<file path="config.mk">
export PLATFORM = sky130hd
export DESIGN_NAME = els_regs
export DESIGN_NICKNAME = d
export VERILOG_FILES = /design/src/shared/els_pkg.sv /design/src/els_width_hold.sv /design/src/els_regs.sv
export SDC_FILE = /design/constraint.sdc
export NUM_CORES = 1
export LEC_CHECK = 0
export CAP_MARGIN = 20
export CORE_MARGIN = 2
export CORE_UTILIZATION = 60
export CTS_BUF_LIST = sky130_fd_sc_hd__clkbuf_4 sky130_fd_sc_hd__clkbuf_8
export DETAILED_ROUTE_END_ITERATION = 7
export DONT_BUFFER_PORTS = 1
export GPL_TIMING_DRIVEN = 0
export PLACE_DENSITY = 0.81
export SYNTH_ARGS = -nofsm -noshare
export SYNTH_HDL_FRONTEND = slang
export SYNTH_SLANG_ARGS = --single-unit
</file>
<file path="constraint.sdc">
create_clock -name clock_i -period 2.2 [get_ports clock_i]
set_clock_uncertainty 0.1 [all_clocks]
set_input_delay 0.44 -clock clock_i [delete_from_list [all_inputs] [get_ports clock_i]]
set_output_delay 0.44 -clock clock_i [all_outputs]
set_load 0.01 [all_outputs]
</file>
<file path="src/shared/els_pkg.sv">
// constants, field layouts and carrier types of the link and slot registers
package els_pkg;

    // ********************************************************************
    // register map (byte addresses on the register bus)
    // ********************************************************************
    localparam logic [7:0] ELS_OFF_LINK = 8'hC0; // control low, status high
    localparam logic [7:0] ELS_OFF_SLOT = 8'hC4; // slot capability
    localparam int ELS_ADDR_W = 8;
    localparam int ELS_DATA_W = 32;

    // ********************************************************************
    // link control fields, low half of the link word
    // ********************************************************************
    localparam int ELS_LC_ASPM_LSB = 0;
    localparam int ELS_LC_RCB = 3;
    localparam int ELS_LC_LDIS = 4;
    localparam int ELS_LC_RETRAIN = 5;
    localparam int ELS_LC_CCLK = 6;
    localparam int ELS_LC_ESYNC = 7;
    localparam logic [1:0] ELS_ASPM_RST = 2'h0;
    localparam logic [1:0] ELS_ASPM_OFF = 2'h0;
    localparam logic [1:0] ELS_ASPM_L0S = 2'h1;
    localparam logic [1:0] ELS_ASPM_L1 = 2'h2;
    localparam logic [1:0] ELS_ASPM_BOTH = 2'h3;

    // ********************************************************************
    // link status fields, high half of the link word
    // ********************************************************************
    localparam int ELS_LS_SPEED_LSB = 16;
    localparam int ELS_LS_WIDTH_LSB = 20;
    localparam int ELS_LS_TERR = 26;
    localparam int ELS_LS_TRAINING = 27;
    localparam int ELS_LS_SCLK = 28;
    localparam logic [3:0] ELS_SPEED_2G5 = 4'h1;
    localparam logic ELS_SCLK_RST = 1'b1;
    localparam logic [5:0] ELS_WIDTH_X1 = 6'h01;
    localparam logic [5:0] ELS_WIDTH_X2 = 6'h02;
    localparam logic [5:0] ELS_WIDTH_X4 = 6'h04;
    localparam logic [5:0] ELS_WIDTH_X8 = 6'h08;
    localparam logic [5:0] ELS_WIDTH_X12 = 6'h0C;
    localparam logic [5:0] ELS_WIDTH_X16 = 6'h10;
    localparam logic [5:0] ELS_WIDTH_X32 = 6'h20;

    // ********************************************************************
    // slot capability fields
    // ********************************************************************
    localparam int ELS_SC_ATTN_BTN = 0;
    localparam int ELS_SC_MRL = 2;
    localparam int ELS_SC_ATTN_IND = 3;
    localparam int ELS_SC_PWR_IND = 4;
    localparam int ELS_SC_HP_CAP = 6;

    // ********************************************************************
    // carrier types
    // ********************************************************************
    typedef struct packed {
        logic ext_sync;
        logic common_clk;
        logic retrain;
        logic link_dis;
        logic [1:0] aspm;
    } els_link_ctrl_t;

    localparam els_link_ctrl_t ELS_CTRL_RST = '{
        ext_sync: 1'b0, common_clk: 1'b0, retrain: 1'b0,
        link_dis: 1'b0, aspm: ELS_ASPM_RST
    };

    typedef struct packed {
        logic training;
        logic train_err;
        logic [5:0] width;
    } els_link_state_t;

endpackage

</file>
<file path="src/els_width_hold.sv">
// holder of the negotiated link width, refusing undefined codes
`timescale 1ns/1ps
module els_width_hold
    import els_pkg::*;
(
    // clock and reset
    input wire logic clock_i,
    input wire logic rst_i,
    // raw width from the training logic
    input wire logic [5:0] width_i,
    // width as software sees it
    output logic [5:0] width_o
);

    logic [5:0] width;
    logic [5:0] next_width;

    // only listed codes pass; anything else keeps the last good width
    always_comb begin
        next_width = width;
        case (width_i)
            ELS_WIDTH_X1, ELS_WIDTH_X2, ELS_WIDTH_X4, ELS_WIDTH_X8,
            ELS_WIDTH_X12, ELS_WIDTH_X16, ELS_WIDTH_X32: begin
                next_width = width_i;
            end
            default: begin
                next_width = width; // zero never reaches software
            end
        endcase
    end

    // width register, x1 out of reset
    always_ff @(posedge clock_i) begin
        if (rst_i) begin
            width <= ELS_WIDTH_X1;
        end else begin
            width <= next_width;
        end
    end

    assign width_o = width;

endmodule

</file>
<file path="src/els_regs.sv">
// link control, link status and slot capability registers on avalon-mm
//
// Functional notes
// - The two-bit power-management field enables L0s, L1, both or none and resets to 00.
// - The read completion boundary bit always reads zero and ignores writes.
// - Link disable and retrain are writable only in reverse mode, read-only in forward mode, and reset to zero.
// - The link speed field is read-only and holds the 2.5Gb/s code, one, from reset.
// - The five hot-plug presence bits of slot capability read one only with the hot-plug strap in reverse mode.
//
// The implementer's own choice: the Avalon-MM slave port.
`timescale 1ns/1ps
module els_regs
    import els_pkg::*;
(
    // clock and reset
    input wire logic clock_i,
    input wire logic rst_i,
    // avalon-mm slave
    input wire logic [ELS_ADDR_W-1:0] address_i,
    input wire logic read_i,
    input wire logic write_i,
    input wire logic [ELS_DATA_W-1:0] writedata_i,
    input wire logic [3:0] byteenable_i,
    output logic [ELS_DATA_W-1:0] readdata_o,
    output logic waitrequest_o,
    // straps, caught while reset is held
    input wire logic strap_reverse_i,
    input wire logic strap_hotplug_i,
    // link state from the training logic
    input wire logic [5:0] link_width_i,
    input wire logic link_train_err_i,
    input wire logic link_training_i,
    // control towards the link
    output els_link_ctrl_t link_ctrl_o,
    output logic reverse_mode_o,
    output logic hotplug_en_o
);

    // ********************************************************************
    // helpers
    // ********************************************************************

    // word match; the two low address bits do not take part
    function automatic logic hits(
        input logic [ELS_ADDR_W-1:0] addr,
        input logic [ELS_ADDR_W-1:0] off
    );
        hits = (addr[ELS_ADDR_W-1:2] == off[ELS_ADDR_W-1:2]);
    endfunction

    // ********************************************************************
    // strap capture
    // ********************************************************************

    logic reverse_mode;
    logic hotplug_en;
    logic next_reverse_mode;
    logic next_hotplug_en;

    // straps sampled on every clock edge while reset is held, frozen after release
    always_comb begin
        next_reverse_mode = reverse_mode;
        next_hotplug_en = hotplug_en;
        if (rst_i) begin
            next_reverse_mode = strap_reverse_i;
            next_hotplug_en = strap_reverse_i & strap_hotplug_i;
        end
    end

    // synchronous reset, so loading a strap here is a plain clocked load
    always_ff @(posedge clock_i) begin
        reverse_mode <= next_reverse_mode;
        hotplug_en <= next_hotplug_en;
    end

    // ********************************************************************
    // bus handshake
    // ********************************************************************

    logic waitrequest;
    logic next_waitrequest;
    logic req;
    logic take;
    logic wr_take;

    assign req = read_i | write_i;
    // a request is answered on the edge where waitrequest is low
    assign take = req & ~waitrequest;
    assign wr_take = write_i & ~waitrequest;

    // one wait cycle per access: high on arrival, low the next cycle
    always_comb begin
        next_waitrequest = 1'b1;
        if (req && waitrequest) begin
            next_waitrequest = 1'b0;
        end
    end

    always_ff @(posedge clock_i) begin
        if (rst_i) begin
            waitrequest <= 1'b1;
        end else begin
            waitrequest <= next_waitrequest;
        end
    end

    // ********************************************************************
    // link control
    // ********************************************************************

    els_link_ctrl_t ctrl;
    els_link_ctrl_t next_ctrl;
    logic ctrl_wr;
    logic [7:0] wbyte;

    assign ctrl_wr = wr_take & hits(address_i, ELS_OFF_LINK)
                     & byteenable_i[0];
    assign wbyte = writedata_i[7:0];

    // byte 0 of the link word; byte 1 is reserved and ignored
    always_comb begin
        next_ctrl = ctrl;
        if (ctrl_wr) begin
            next_ctrl.aspm = wbyte[ELS_LC_ASPM_LSB +: 2];
            next_ctrl.common_clk = wbyte[ELS_LC_CCLK];
            next_ctrl.ext_sync = wbyte[ELS_LC_ESYNC];
            // forward bridge keeps these at their reset value
            if (reverse_mode) begin
                next_ctrl.link_dis = wbyte[ELS_LC_LDIS];
                next_ctrl.retrain = wbyte[ELS_LC_RETRAIN];
            end
        end
    end

    always_ff @(posedge clock_i) begin
        if (rst_i) begin
            ctrl <= ELS_CTRL_RST;
        end else begin
            ctrl <= next_ctrl;
        end
    end

    // ********************************************************************
    // link status
    // ********************************************************************

    els_link_state_t lstate;
    els_link_state_t next_lstate;
    logic [5:0] width;

    // the holder screens out codes the training logic should never give
    els_width_hold u_width (
        .clock_i(clock_i),
        .rst_i(rst_i),
        .width_i(link_width_i),
        .width_o(width)
    );

    // flags registered so a read sees one settled snapshot
    always_comb begin
        next_lstate.width = width;
        next_lstate.train_err = link_train_err_i;
        next_lstate.training = link_training_i;
    end

    always_ff @(posedge clock_i) begin
        if (rst_i) begin
            lstate.width <= ELS_WIDTH_X1;
            lstate.train_err <= 1'b0;
            lstate.training <= 1'b0;
        end else begin
            lstate <= next_lstate;
        end
    end

    // ********************************************************************
    // read path
    // ********************************************************************

    logic [ELS_DATA_W-1:0] rdata;
    logic [ELS_DATA_W-1:0] next_rdata;
    logic [ELS_DATA_W-1:0] link_word;
    logic [ELS_DATA_W-1:0] slot_word;

    // link word: control below, status above, reserved bits zero
    always_comb begin
        link_word = '0;
        link_word[ELS_LC_ASPM_LSB +: 2] = ctrl.aspm;
        link_word[ELS_LC_RCB] = 1'b0; // no boundary choice
        link_word[ELS_LC_LDIS] = ctrl.link_dis;
        link_word[ELS_LC_RETRAIN] = ctrl.retrain;
        link_word[ELS_LC_CCLK] = ctrl.common_clk;
        link_word[ELS_LC_ESYNC] = ctrl.ext_sync;
        link_word[ELS_LS_SPEED_LSB +: 4] = ELS_SPEED_2G5;
        link_word[ELS_LS_WIDTH_LSB +: 6] = lstate.width;
        link_word[ELS_LS_TERR] = lstate.train_err;
        link_word[ELS_LS_TRAINING] = lstate.training;
        link_word[ELS_LS_SCLK] = ELS_SCLK_RST;
    end

    // slot capability: only the hot-plug presence bits can be one
    always_comb begin
        slot_word = '0;
        slot_word[ELS_SC_ATTN_BTN] = hotplug_en;
        slot_word[ELS_SC_MRL] = hotplug_en;
        slot_word[ELS_SC_ATTN_IND] = hotplug_en;
        slot_word[ELS_SC_PWR_IND] = hotplug_en;
        slot_word[ELS_SC_HP_CAP] = hotplug_en;
    end

    // data captured on the arrival edge, stands through the answer cycle
    always_comb begin
        next_rdata = rdata;
        if (read_i && waitrequest) begin
            if (hits(address_i, ELS_OFF_LINK)) begin
                next_rdata = link_word;
            end else if (hits(address_i, ELS_OFF_SLOT)) begin
                next_rdata = slot_word;
            end else begin
                next_rdata = '0; // unmapped reads as zero
            end
        end else if (take) begin
            next_rdata = '0; // cleared once the answer is taken
        end
    end

    always_ff @(posedge clock_i) begin
        if (rst_i) begin
            rdata <= '0;
        end else begin
            rdata <= next_rdata;
        end
    end

    // ********************************************************************
    // outputs, all straight from flip-flops
    // ********************************************************************

    assign readdata_o = rdata;
    assign waitrequest_o = waitrequest;
    assign link_ctrl_o = ctrl;
    assign reverse_mode_o = reverse_mode;
    assign hotplug_en_o = hotplug_en;

endmodule

</file>
==> results.toml <==
[synthesis]
ys_warn_count = 0
syn_area_sq_um = 1612
async_reset_ff_share_pct = 0
synthAdderAreaFrac_pct = 0
avgSynthCellArea_sq_um = 10.40
synth-seq-cells = 39
synth_top_family_by_area = "simple AND/OR/NAND/NOR gates"
synth_cells = 155
synth_compound_area_share_pct = 12.19
synth.yosys.seq_area_share_pct = 49.69
ys_types = 32
synthFlopType = "dfxtp_1"
synthXorXnorAreaFrac_pct = 1.087
synth.area.mux_share_pct = 6.910
synth_edf_count = 2
synthSimpleGateAreaFrac_pct = 15.99

[worst_setup_path]
required_ps = 2390
path_buf_inv = 1
cp-end-kind = "register"
path_class = "register to register"
critPathSlowestCell = "dfxtp_1"
crit_fanout = 10
critical-path-top-delay-family = "simple AND/OR/NAND/NOR gates"
crit_chain = "nor2b_1 -> nor3_2 -> clkbuf_1 -> a22o_1"
startpoint_type = "register"
cp.arrival_ps = 1880
cp_slowest_stage_delay_ps = 420

[cts]
cts.hold.buffers_added = 0
clock_sinks = 39
cts_root_buffer = "clkbuf_4"
tritoncts.num_buffers = 5
insertion_delay_ps = 350
htree_levels = 2
max-clock-path-buffers = 2
cts_setup_buffers = 0
cts_tree = "built"
clk_pin_slew_worst_paths_ps = 110
cts-resized-gates = 0

[power_and_ir_drop]
pwr-share-seq_pct = 58.7
combPwrFrac_pct = 7.7
p_int_uw = 971.1
pwr-share-clk_pct = 33.6
leakagePower_uw = 0.0008056
p_sw_share_pct = 22.34
p_sw_uw = 279.4
vdd_drop_max_mv = 0.6139
power.density_nw_per_um2 = 706.3

[routing]
via_per_inst = 5.364
dr_total_vias = 1105
drc = 0
ant_nets = 0
wirelength_mm = 2.893
wl_per_cell_um = 14.04
first_pass_iters = 4
first_iter_violations = 29

[floorplanning]
die_area_sq_um = 3116
die_w_um = 55.83
rows = 18
core_sq_um = 2522
start_util_pct = 63.89
die_h_um = 55.83
ios = 99

[run_status]
status = "completed"

[cells_and_area]
final_nets = 233
layout_commonest_cell = "dfxtp_1"
final_cell_mix = "37 x dfxtp_1, 22 x buf_4, 15 x a22o_1"
fillCellCount = 201
multi_input_area_sq_um = 635.6
fin_util_pct = 70.19
syn_to_final_growth_pct = 9.860
seq_area_sq_um = 800.8
drive_above_1_share_pct = 23.30
antennaDiodeCount = 0

[sta]
min_period_ps = 1684
tns_ps = 0
min_period_over_period_pct = 76.53
rsz0062_at_grt = "no"
finalSetupViolCount = 0
timing.final.max_slew_violations = 0
hold_viol = 0
fmax_mhz = 593.9
whs_ps = 78.99

[placed_design]
place_congestion = 0.8040
dp_hpwl_mm = 2.228
port_buffers = 0

[hold_path]
hp-class = "input port to register"

[global_routing]
track_usage_pct = 20.53
grt_overflow = 0
antenna_found_initial = 0
grt_pass1_wl_mm = 4.864
grt_pass1_vias = 1027
grt_max_degree = 12

[run]
maxCapViolCount = 0
==> Yosys cell counts, drive strengths merged, types with 2 or more instances <==
| cell | n | area share (%) |
|---|---|---|
| dfxtp | 37 | 46 |
| buf | 27 | 13 |
| a22o | 15 | 8.2 |
| nor2 | 11 | 2.6 |
| mux2i | 10 | 6.2 |
| nor2b | 10 | 3.9 |
| nand2 | 9 | 2.1 |
| nor3 | 5 | 1.9 |
| o21ai | 5 | 1.6 |
| clkbuf | 3 | 0.70 |
| nor4 | 3 | 1.6 |
| a21o | 2 | 0.93 |
| and3 | 2 | 0.78 |
| edfxtp | 2 | 3.7 |
| nor3b | 2 | 1.6 |
==> power by group through the flow <==
| stage | sequential (uW) | clock (uW) | combinational [uW] |
|---|---|---|---|
| floorplan | 748 | 0 | 84.3 |
| detailed placement | 750 | 0 | 95.0 |
| global route | 735 | 453 | 107 |
| CTS | 734 | 435 | 95.4 |
| finish | 734 | 420 | 96.1 |
| global placement | 749 | 0 | 92.0 |
==> kinds of logic after synthesis <==
| kind of cell | after synthesis |
|---|---|
| buffers and inverters | 31 |
| multiplexers | 11 |
| AND/OR/NAND/NOR | 46 |
| AO/OA/AOI/OAI | 25 |
| XOR/XNOR | 2 |
| flip-flops | 39 |
| other | 1 |
==> sequential cells by signal, indices dropped and copies added, names as in the netlist <==
register         count
reverse_mode_o       1
waitrequest_o        1
hotplug_en_o         1
u_width.width_o      6
link_ctrl_o          6
link_word            8
readdata_o          16
==> per-layer routing <==
| layer | global-route usage (%) | routed length (um) |
|---|---|---|
| met5 | 0 | 0 |
| met4 | 12.24 | 87 |
| met3 | 8.837 | 298 |
| met2 | 32.99 | 1430 |
| met1 | 22.42 | 1077 |
==> final timing paths <==
path | startpoint | endpoint | slack [ps] | cells after the start
max | waitrequest_o | readdata_o[24] | 520 | 4
min | strap_reverse_i | reverse_mode_o | 80 | 0
max reg2reg | waitrequest_o | readdata_o[24] | 520 | 4
min reg2reg | link_word[21] | readdata_o[21] | 350 | 1
==> through the flow <==
step / area [sq um] / std cells / setup WS, ps / total power (uW)
2_1_floorplan: 1660 / 168 / 485.1 / 832.0
3_3_place_gp: 1698 / 198 / 359.3 / 841.3
3_5_place_dp: 1698 / 198 / 318.6 / 845.3
4_1_cts: 1770 / 206 / 509.0 / 1264
5_1_grt: 1770 / 206 / 375.2 / 1295
6_report: 1770 / 206 / 516.2 / 1250
==> final cells by class <==
| cell class | count | share of cell area, % |
|---|---|---|
| Sequential cell | 39 | 45.23 |
| Multi-Input combinational cell | 98 | 35.90 |
| Clock buffer | 8 | 4.099 |
| Tap cell | 30 | 2.120 |
| Buffer | 30 | 12.44 |
| Inverter | 1 | 0.2120 |
(Power assumes the default switching activity.)
